`src/pkg/sac_pkg.sv`:
```
// constants for the successive-approximation converter control block
// assumes a 32-bit apb slave view and a pclk-rate clock enable
package sac_pkg;
  localparam int RES_W = 10;
  // register byte offsets
  localparam logic [7:0] OFF_CTRL_A = 8'h00;
  localparam logic [7:0] OFF_CTRL_B = 8'h04;
  localparam logic [7:0] OFF_INSEL = 8'h08;
  localparam logic [7:0] OFF_RES_LO = 8'h0c;
  localparam logic [7:0] OFF_RES_HI = 8'h10;
  // converter_control_a fields
  localparam int CA_EN = 7;
  localparam int CA_START = 6;
  localparam int CA_ATE = 5;
  localparam int CA_DONE = 4;
  localparam int CA_IRQEN = 3;
  localparam int CA_DIV_LSB = 0;
  // converter_control_b and input_select_register fields
  localparam int CB_TSEL_LSB = 0;
  localparam int IS_REF_LSB = 6;
  localparam int IS_LEFT = 5;
  localparam int IS_CH_LSB = 0;
  // reset values
  localparam logic [2:0] DIV_RST = 3'h0;
  localparam logic [2:0] TSEL_RST = 3'h0;
  localparam logic [3:0] CH_RST = 4'h0;
  localparam logic [1:0] REF_RST = 2'h0;
  // trigger_select code that picks the conversion-done flag
  localparam logic [2:0] TSEL_FREE_RUN = 3'h0;
  // conversion timing in adc clock cycles, counted as half cycles
  localparam int NORMAL_CYC = 13;
  localparam int FIRST_CYC = 25;
  localparam int AUTO_CYC_X2 = 27;
  localparam int SH_NORMAL_X2 = 3;
  localparam int SH_FIRST_X2 = 27;
  localparam int SH_AUTO_CYC = 2;
  localparam logic [5:0] NORMAL_HALVES = 6'(2 * NORMAL_CYC);
  localparam logic [5:0] FIRST_HALVES = 6'(2 * FIRST_CYC);
  localparam logic [5:0] AUTO_HALVES = 6'(AUTO_CYC_X2);
  localparam logic [5:0] SH_NORMAL_HALVES = 6'(SH_NORMAL_X2);
  localparam logic [5:0] SH_FIRST_HALVES = 6'(SH_FIRST_X2);
  localparam logic [5:0] SH_AUTO_HALVES = 6'(2 * SH_AUTO_CYC);
  // cpu cycles spent in the trigger synchroniser and edge detector
  localparam int TRIG_SYNC_CYC = 3;

  typedef enum logic [1:0] {
    SAC_IDLE = 2'b00,
    SAC_WAIT = 2'b01,
    SAC_CONV = 2'b10
  } sac_state_t;
endpackage

```
`src/core/sac_conv_ctrl.sv`:
```
// conversion control for a 10-bit successive-approximation converter
// assumes an apb master on pclk and an analog core that samples on
// sample_hold and offers analog_code when a conversion completes
//
// Design decisions made here: the register offsets and the APB register port.
`timescale 1ns/10ps
module sac_conv_ctrl #(
  parameter int NUM_TRIG = 8
) (
  input wire logic pclk,
  input wire logic presetn,
  input wire logic ce,
  input wire logic psel,
  input wire logic penable,
  input wire logic pwrite,
  input wire logic [7:0] paddr,
  input wire logic [31:0] pwdata,
  output logic [31:0] prdata,
  output logic pready,
  output logic pslverr,
  input wire logic converter_power_reduction,
  input wire logic [NUM_TRIG-1:0] trigger_sources,
  input wire logic [sac_pkg::RES_W-1:0] analog_code,
  output logic conv_irq,
  output logic analog_power_on,
  output logic sample_hold,
  output logic [3:0] sample_channel,
  output logic [1:0] sample_reference
);
  import sac_pkg::*;

  // half of the adc clock period in pclk cycles
  function automatic logic [6:0] half_len(input logic [2:0] div);
    half_len = (div <= 3'h1) ? 7'h01 : 7'(7'h01 << (div - 3'h1));
  endfunction

  sac_state_t state, next_state;
  logic converter_enable, auto_trigger_enable, conversion_irq_enable;
  logic conversion_done_flag, left_adjust, first_pending, result_lock;
  logic [2:0] clock_divider_select, trigger_select;
  logic [3:0] channel_select;
  logic [1:0] reference_select;
  logic [6:0] presc_cnt;
  logic adc_phase;
  logic [5:0] conv_half, conv_total, conv_sh;
  logic [RES_W-1:0] result;
  logic trig_s1, trig_s2, trig_s3;
  logic [3:0] held_channel;
  logic [1:0] held_reference;

  // apb decode
  wire setup = psel & ~penable;
  wire access = psel & penable & ce;
  wire wr = access & pwrite;
  wire rd = access & ~pwrite;
  wire hit_a = paddr == OFF_CTRL_A;
  wire hit_b = paddr == OFF_CTRL_B;
  wire hit_is = paddr == OFF_INSEL;
  wire hit_lo = paddr == OFF_RES_LO;
  wire hit_hi = paddr == OFF_RES_HI;
  wire addr_ok = hit_a | hit_b | hit_is | hit_lo | hit_hi;
  wire wr_a = wr & hit_a;
  assign pready = ce;
  assign pslverr = access & ~addr_ok;

  wire en_eff = converter_enable & ~converter_power_reduction;
  wire free_mode = auto_trigger_enable & (trigger_select == TSEL_FREE_RUN);
  wire busy = state != SAC_IDLE;

  // prescaler and adc clock phase
  wire half_tick = en_eff & (presc_cnt == half_len(clock_divider_select)
                   - 7'h01);
  wire adc_rise = half_tick & ~adc_phase;

  // trigger synchroniser: s1 feeds only s2
  wire trig_sel = trigger_sources[trigger_select];
  wire trig_edge = trig_s2 & ~trig_s3 & auto_trigger_enable
                   & (trigger_select != TSEL_FREE_RUN);
  wire trig_fire = trig_edge & en_eff & ~busy;

  // conversion events
  wire in_conv = state == SAC_CONV;
  wire done_evt = in_conv & half_tick
                  & (conv_half == conv_total - 6'h01);
  wire sh_evt = in_conv & half_tick
                & (conv_half == conv_sh - 6'h01);
  wire start_wr = wr_a & pwdata[CA_START] & en_eff;
  wire restart = done_evt & free_mode;
  wire sel_locked = in_conv & (conv_half < conv_total - 6'h02);

  // a low read blocks loads only in its setup cycle, so a completion in its access cycle can still split a pair
  wire lo_setup = setup & ~pwrite & hit_lo;
  wire blocked = result_lock | lo_setup;
  wire res_load = done_evt & ~blocked;

  // result formatting
  wire [7:0] res_lo = left_adjust ? {result[1:0], 6'h00}
                                  : result[7:0];
  wire [7:0] res_hi = left_adjust ? result[9:2]
                                  : {6'h00, result[9:8]};
  wire [7:0] ctrl_a_rd = {converter_enable, busy, auto_trigger_enable,
                          conversion_done_flag, conversion_irq_enable,
                          clock_divider_select};
  wire [7:0] insel_rd = {reference_select, left_adjust, 1'b0,
                         channel_select};
  wire [7:0] rd_mux = hit_a ? ctrl_a_rd :
                      hit_b ? {5'h00, trigger_select} :
                      hit_is ? insel_rd :
                      hit_lo ? res_lo :
                      hit_hi ? res_hi : 8'h00;

  // state sequencing
  always_comb begin
    next_state = state;
    unique case (state)
      SAC_IDLE: begin
        if (trig_fire) begin
          next_state = SAC_CONV;
        end else if (start_wr) begin
          next_state = SAC_WAIT;
        end
      end
      SAC_WAIT: begin
        if (adc_rise) begin
          next_state = SAC_CONV;
        end
      end
      SAC_CONV: begin
        if (done_evt && !restart) begin
          next_state = SAC_IDLE;
        end
      end
      default: next_state = SAC_IDLE;
    endcase
    if (!en_eff) begin
      next_state = SAC_IDLE;
    end
  end

  always_ff @(posedge pclk or negedge presetn) begin
    if (!presetn) begin
      state <= SAC_IDLE;
    end else if (ce) begin
      state <= next_state;
    end
  end

  // prescaler held in reset while disabled, cleared by trigger
  always_ff @(posedge pclk or negedge presetn) begin
    if (!presetn) begin
      presc_cnt <= 7'h00;
      adc_phase <= 1'b0;
    end else if (ce) begin
      if (!en_eff || trig_fire) begin
        presc_cnt <= 7'h00;
        adc_phase <= 1'b0;
      end else if (half_tick) begin
        presc_cnt <= 7'h00;
        adc_phase <= ~adc_phase;
      end else begin
        presc_cnt <= presc_cnt + 7'h01;
      end
    end
  end

  always_ff @(posedge pclk or negedge presetn) begin
    if (!presetn) begin
      trig_s1 <= 1'b0;
      trig_s2 <= 1'b0;
      trig_s3 <= 1'b0;
    end else if (ce) begin
      trig_s1 <= trig_sel;
      trig_s2 <= trig_s1;
      trig_s3 <= trig_s2;
    end
  end

  // conversion counter and timing kind
  always_ff @(posedge pclk or negedge presetn) begin
    if (!presetn) begin
      conv_half <= 6'h00;
      conv_total <= NORMAL_HALVES;
      conv_sh <= SH_NORMAL_HALVES;
      first_pending <= 1'b1;
    end else if (ce) begin
      if (!en_eff) begin
        conv_half <= 6'h00;
        first_pending <= 1'b1;
      end else if (trig_fire || (state == SAC_WAIT && adc_rise) ||
                   restart) begin
        conv_half <= 6'h00;
        first_pending <= 1'b0;
        if (first_pending) begin
          conv_total <= FIRST_HALVES;
          conv_sh <= SH_FIRST_HALVES;
        end else if (trig_fire) begin
          conv_total <= AUTO_HALVES;
          conv_sh <= SH_AUTO_HALVES;
        end else begin
          conv_total <= NORMAL_HALVES;
          conv_sh <= SH_NORMAL_HALVES;
        end
      end else if (in_conv && half_tick) begin
        conv_half <= conv_half + 6'h01;
      end
    end
  end

  // selection buffer feeding the analog core
  always_ff @(posedge pclk or negedge presetn) begin
    if (!presetn) begin
      held_channel <= CH_RST;
      held_reference <= REF_RST;
      sample_hold <= 1'b0;
    end else if (ce) begin
      sample_hold <= sh_evt;
      if (!sel_locked) begin
        held_channel <= channel_select;
        held_reference <= reference_select;
      end
    end
  end

  // selections reach the core only while enabled
  assign analog_power_on = en_eff;
  assign sample_channel = en_eff ? held_channel : 4'h0;
  assign sample_reference = en_eff ? held_reference : 2'h0;
  assign conv_irq = conversion_done_flag & conversion_irq_enable;

  // software registers, flag and result storage
  always_ff @(posedge pclk or negedge presetn) begin
    if (!presetn) begin
      converter_enable <= 1'b0;
      auto_trigger_enable <= 1'b0;
      conversion_irq_enable <= 1'b0;
      clock_divider_select <= DIV_RST;
      trigger_select <= TSEL_RST;
      channel_select <= CH_RST;
      reference_select <= REF_RST;
      left_adjust <= 1'b0;
      conversion_done_flag <= 1'b0;
      result <= '0;
      result_lock <= 1'b0;
    end else if (ce) begin
      if (wr_a) begin
        converter_enable <= pwdata[CA_EN];
        auto_trigger_enable <= pwdata[CA_ATE];
        conversion_irq_enable <= pwdata[CA_IRQEN];
        clock_divider_select <= pwdata[CA_DIV_LSB +: 3];
      end
      if (wr & hit_b) begin
        trigger_select <= pwdata[CB_TSEL_LSB +: 3];
      end
      if (wr & hit_is) begin
        channel_select <= pwdata[IS_CH_LSB +: 4];
        reference_select <= pwdata[IS_REF_LSB +: 2];
        left_adjust <= pwdata[IS_LEFT];
      end
      // write one clears, a completion in the same cycle wins
      if (done_evt) begin
        conversion_done_flag <= 1'b1;
      end else if (wr_a && pwdata[CA_DONE]) begin
        conversion_done_flag <= 1'b0;
      end
      if (res_load) begin
        result <= analog_code;
      end
      if (rd && hit_lo) begin
        result_lock <= 1'b1;
      end else if (rd && hit_hi) begin
        result_lock <= 1'b0;
      end
    end
  end

  always_ff @(posedge pclk or negedge presetn) begin
    if (!presetn) begin
      prdata <= 32'h0000_0000;
    end else if (ce && setup) begin
      prdata <= {24'h00_0000, rd_mux};
    end
  end
endmodule // sac_conv_ctrl

```
`config.mk`:
```
export PLATFORM = sky130hd
export DESIGN_NAME = sac_conv_ctrl
export DESIGN_NICKNAME = d
export VERILOG_FILES = /design/src/pkg/sac_pkg.sv /design/src/core/sac_conv_ctrl.sv
export SDC_FILE = /design/constraint.sdc
export NUM_CORES = 1
export LEC_CHECK = 0
export ABC_AREA = 1
export BUFFER_PORTS_ARGS = -buffer_cell sky130_fd_sc_hd__buf_2
export CAP_MARGIN = 20
export CORE_MARGIN = 4
export CORE_UTILIZATION = 25
export DETAILED_ROUTE_END_ITERATION = 10
export HOLD_SLACK_MARGIN = 0.08
export SETUP_SLACK_MARGIN = 0.05
export SYNTH_ARGS = -nofsm -noshare
export SYNTH_HDL_FRONTEND = slang
export SYNTH_SLANG_ARGS = --single-unit
```
`constraint.sdc`:
```
create_clock -name pclk -period 3 [get_ports pclk]
set_clock_uncertainty 0.2 [all_clocks]
set_input_delay 0.6 -clock pclk [delete_from_list [all_inputs] [get_ports pclk]]
set_output_delay 0.6 -clock pclk [all_outputs]
set_load 0.05 [all_outputs]
```
## Word-level counts from Yosys, hierarchy flattened

Cells that the tools add are included.

| word-level totals | value |
|---|---|
| bits in read-only memories | 0 |
| latch bits | 0 |
| logic and storage cells | 160 |
| register bits after elaboration | 75 |
| bits in writable memories | 0 |
| memories kept | 0 |

| operators by class | value |
|---|---|
| order comparisons | 3 |
| $add $sub $neg | 7 |
| reduce and logical (&&, ||, !) cells | 32 |
| multiplexer cells | 35 |
| divide/modulo/power cells | 0 |
| bitwise logic cells | 43 |
| eq/ne operators | 14 |
| shift-type cells | 1 |
| multipliers | 0 |

Operators by type and width:

| operator | number |
|---|---|
| $mux W8 | 7 |
| $and A1 B1 Y1 | 29 |
| $mux W6 | 4 |
| $mux W7 | 3 |
| $reduce_and A2 Y1 | 10 |
| $eq A8 B4 Y1 const B | 2 |
| $eq A6 B6 Y1 | 2 |
| $mux W2 | 6 |
| $sub A6 B1 Y6 const B | 2 |
| $mux W1 | 10 |
| $not A1 Y1 | 9 |
| $eq A8 B3 Y1 const B | 1 |
| $eq A8 B5 Y1 const B | 1 |
| $logic_not A8 Y1 | 1 |
| $reduce_bool A2 Y1 | 4 |
| $add A7 B1 Y7 const B | 1 |
| $eq A7 B7 Y1 | 1 |
| $logic_and A1 B1 Y1 | 7 |
| $shl A1 B3 Y7 const A | 1 |
| $sub A7 B1 Y7 const B | 1 |
| $add A6 B1 Y6 const B | 1 |
| $lt A6 B6 Y1 | 1 |
| $pmux W2 S3 | 1 |
| $sub A6 B2 Y6 const B | 1 |
| 22 further kinds | 29 |

## Longest topological paths before layout

| logic depth | value |
|---|---|
| word-level depth | 14 |
| mapped depth | 18 |
| gate-level depth less buffers | 17 |

## Worst setup path before layout

OpenSTA, ideal clock, no wires.

| timing | value |
|---|---|
| path type | input -> output |
| start point | input port ce |
| end point | output port pslverr |
| data arrival time | 2010 ps |
| slack | 190 ps |
| stages on the path | 3 |
| path through | buf_2 > nand3_1 > nor3_1 |

| on the way | value |
|---|---|
| word-level cells in the longest chain between the ends | 2 |

Ends and longest elaborated chain:

| what | RTL line | text |
|---|---|---|
| start: declaration | sac_conv_ctrl.sv:12 | `input wire logic ce,` |
| $and A1 B1 Y1 | sac_conv_ctrl.sv:53 | `wire access = psel & penable & ce;` |
| $and A1 B1 Y1 | sac_conv_ctrl.sv:64 | `assign pslverr = access & ~addr_ok;` |
| end: declaration | sac_conv_ctrl.sv:20 | `output logic pslverr,` |

No other way between the ends.

## Worst setup path in the final report

| timing | value |
|---|---|
| start point | register clock_divider_select[2] |
| end point | register result[5] |

| on the way | value |
|---|---|
| word-level cells in the longest chain between the ends | 10 |
| elaborated cells on any way between the ends | 11 |
| those cells by class | add/sub (2); order compare (1); eq/ne (1); shift (1); mux (1); bitwise (4); reduce/logical (1) |

Ends and longest elaborated chain:

| what | RTL line | text |
|---|---|---|
| start: declaration | sac_conv_ctrl.sv:40 | `logic [2:0] clock_divider_select, trigger_select;` |
| start signal: assignment | sac_conv_ctrl.sv:249 | `clock_divider_select <= pwdata[CA_DIV_LSB +: 3];` |
| $sub A3 B1 Y3 | sac_conv_ctrl.sv:34 | `half_len = (div <= 3'h1) ? 7'h01 : 7'(7'h01 << (div - 3'h1));` |
| $shl A1 B3 Y7 | sac_conv_ctrl.sv:34 |  |
| $mux W7 * | sac_conv_ctrl.sv:34 |  |
| $sub A7 B1 Y7 * | sac_conv_ctrl.sv:72 | `- 7'h01);` |
| $eq A7 B7 Y1 * | sac_conv_ctrl.sv:71 | `wire half_tick = en_eff & (presc_cnt == half_len(clock_divider_select)` |
| $and A1 B1 Y1 * | sac_conv_ctrl.sv:71 |  |
| $and A1 B1 Y1 * | sac_conv_ctrl.sv:83 | `wire done_evt = in_conv & half_tick` |
| $and A1 B1 Y1 * | sac_conv_ctrl.sv:84 | `& (conv_half == conv_total - 6'h01);` |
| $and A1 B1 Y1 * | sac_conv_ctrl.sv:94 | `wire res_load = done_evt & ~blocked;` |
| $reduce_and A2 Y1 (no line) * | n/a |  |
| end signal: assignment | sac_conv_ctrl.sv:266 | `result <= analog_code;` |
| end: declaration | sac_conv_ctrl.sv:46 | `logic [RES_W-1:0] result;` |

Mark *: on every way between the ends. The rest lies on a longest branch, timed or not.
A chain may end at the register's enable or synchronous reset.

==> impl_metrics.tcl <==
set metrics [dict create \
    status "complete, no violations" \
    drt_first_pass_iters 4 \
    finalSetupViolCount 0 \
    grt_max_degree 42 \
    grt_first_pass_wirelength_um 17500 \
    rows 47 \
    post-route-worst-setup-slack_ps 406 \
    cts.sinks 67 \
    yosys.area_share.simple_pct 32.2 \
    whs_ps 92.5 \
    min_period_ps 2590 \
    crit_required_ps 3020 \
    path_clk_slew_ps 60 \
    yosysMostFrequentCell "nand2_1" \
    wire_per_inst_um 12.9 \
    synth-xor-area-share_pct 2.45 \
    clock_path_buffers 2 \
    boundaryPins 108 \
    rsz0062_at_grt "false" \
    post_cts_resized 0 \
    hold_violations 0 \
    synth_common_cells "nand2_1 (115), dfrtp_1 (64), inv_1 (56)" \
    synth_top_area_share_pct 37.4 \
    drive_gt1_share_pct 22.1 \
    tightestPinTransition_ps 635 \
    n_fill_cell 1813 \
    track_usage_pct 11.1 \
    start_kind "register" \
    crit_path_max_fanout 11 \
    crit_type "reg2reg" \
    cts_buffers 9 \
    synth_top_family_by_area "simple AND/OR/NAND/NOR gates" \
    io_buffers 59 \
    ys_seq_area_share_pct 39.2 \
    async_reset_ff_share_pct 100 \
    dp_slack_ps 420 \
    yosys.cell_types.count 55 \
    num_vias 3621 \
    routed_wl_um 10700 \
    dpl.hpwl_um 8350 \
    endpoint_kind "register" \
    synth_ff_type "dfrtp_1" \
    synth_area_leaders "dfrtp_1 (37%), nand2_1 (10%), inv_1 (4.9%)" \
    maxSlewViolCount 0 \
    antenna_left 0 \
    initial_core_util_pct 25.7 \
    ir_drop_mv 0.224 \
    cts_tree "done" \
    p_per_area_nw_per_um2 471 \
    synth-edff-count 0 \
    cts_hold_buf 0 \
    muxShareOfSynthArea_pct 0.700 \
    syn_to_final_growth_pct 17.9 \
    globalRoute.totalOverflow 0 \
    finalCritPeriodShare_pct 86.5 \
    first_iter_violations 184 \
    core_area_um2 16700 \
    p_leak_nw 2.43 \
    synth_compound_area_share_pct 10.6 \
    synth_fa_ha_area_share_pct 2.33 \
    ys_warn_count 0 \
    syn_inst 542 \
    antenna_found_initial 0 \
    clkLatencyLatePin_ps 330 \
    die-area_um2 19300 \
    nNetsFinal 674 \
    maxSlewHeadroom_pct 57.3 \
    netlist_area_um2 4290 \
    synth_area_leader_cell "dfrtp_1" \
    cts_htree_levels 3 \
    max_cap_viol_count 0 \
    maxClockFrequency_mhz 386 \
    hp-class "in2async" \
    cp.arrival_ps 2620 \
    cts_root_buf "clkbuf_16" \
    vias_per_cell 4.38 \
    placed_area_um2 4720 \
    drc 0 \
    die-height_um 139 \
    stdcell_area_um2 5050 \
    post-cts-setup-buffers 0 \
    place_congestion 0.858 \
    insertedDiodeCount 0 \
    grt_pass1_vias 3587 \
    synth.avg_cell_area_um2 7.91 \
    tns_ps 0 \
    synth-seq-cells 67 \
    die_w_um 139 \
]
## sequential cells by signal, indices dropped and copies added (netlist names), 2 cells and up
signal / count
channel_select: 4
clock_divider_select: 3
conv_half: 6
conv_sh: 3
held_channel: 4
held_reference: 2
prdata: 8
presc_cnt: 7
reference_select: 2
result: 10
state: 2
trigger_select: 3
## metal layers
layer  routed length [µm]  track usage, %
met4                  215            3.24
met2                 5240            19.4
met3                  441            2.59
met5                    0               0
met1                 4780            13.6
## layout by cell type, fill, tap and decap left out, drive strengths merged
master,count
a41oi,1
a22o,1
clkinv,4
nor2,62
and2,1
bufinv,2
a31oi,2
nor4,2
a211oi,2
o2111ai,4
dfstp,3
o22ai,1
dfrtp,64
conb,24
o41ai,1
a21oi,25
a32o,1
buf,65
o211ai,2
o21ai,35
a32oi,1
mux2i,3
inv,64
nand3,55
ha,8
nor3,11
xnor2,4
nand2,125
nand3b,3
clkbuf,10
nand4,10
or2,1
xor2,8
a221oi,1
## through the flow
stage / total power [mW] / utilization [%] / instances
after floorplan: 1.15 / - / 565
after global placement: 1.21 / 28.3 / 810
after detailed placement: 1.21 / 28.3 / 810
after CTS: 2.40 / 30.3 / 826
after global routing: 2.47 / 30.3 / 826
final: 2.38 / 30.3 / 826
## final timing paths
| check | end | depth (start not counted) | startpoint | slack, ps |
|---|---|---|---|---|
| worst max-delay path | result[5] | 15 | clock_divider_select[2] | 410 |
| worst min-delay path | result[7] | 1 | presetn | 90 |
| worst max register to register | result[5] | 15 | clock_divider_select[2] | 410 |
| worst min register to register | conv_total[3] | 2 | conv_total[3] | 280 |
| max in group asynchronous | conv_total[3] | 2 | presetn | 1800 |
| min in group pclk | conv_total[3] | 2 | conv_total[3] | 280 |
## layout make-up
cell class	count	area, µm²	area share [%]
multi-input combinational	394	2160	42.7
tap	220	275	5.45
timing repair buffer	65	353	6.98
clock inverter	6	95.1	1.88
sequential	67	1680	33.3
clock buffer	10	239	4.73
inverter	64	254	5.03
## worst max-delay path, cell delays in order (launching register included)
cell and delay (ps):
dfrtp_1 510, inv_6 150, nand3_1 90, ha_1 310, nor2_1 60, nand3b_1 160, nor2_1 120, nand2_2 100
nor2_8 160, nand2_4 70, clkinv_2 80, nand3_4 90, clkinv_4 140, nand2_4 100, nand2_1 80, nand2_1 50
## logic make-up (layout without fill, tap and decap cells)
| logic type | count (synthesis) | in the layout |
|---|---|---|
| and+or+nand+nor | 270 | 270 |
| buffers and inverters | 104 | 145 |
| AOI/OAI and AO/OA | 77 | 77 |
| DFF | 67 | 67 |
| xor gates and xnor gates | 12 | 12 |
| adders and majority gates | 8 | 8 |
| muxes | 3 | 3 |
| other | 1 | 24 |
## power breakdown
group | internal (mW) | switching [mW] | total, mW | leakage (nW)
clock network | 0.759 | 0.425 | 1.18 | 0.164
logic | 0.0551 | 0.203 | 0.258 | 1.38
registers | 0.926 | 0.0144 | 0.940 | 0.891
total | 1.74 | 0.642 | 2.38 | 2.43
No activity file was read; power rests on OpenSTA's default activity.
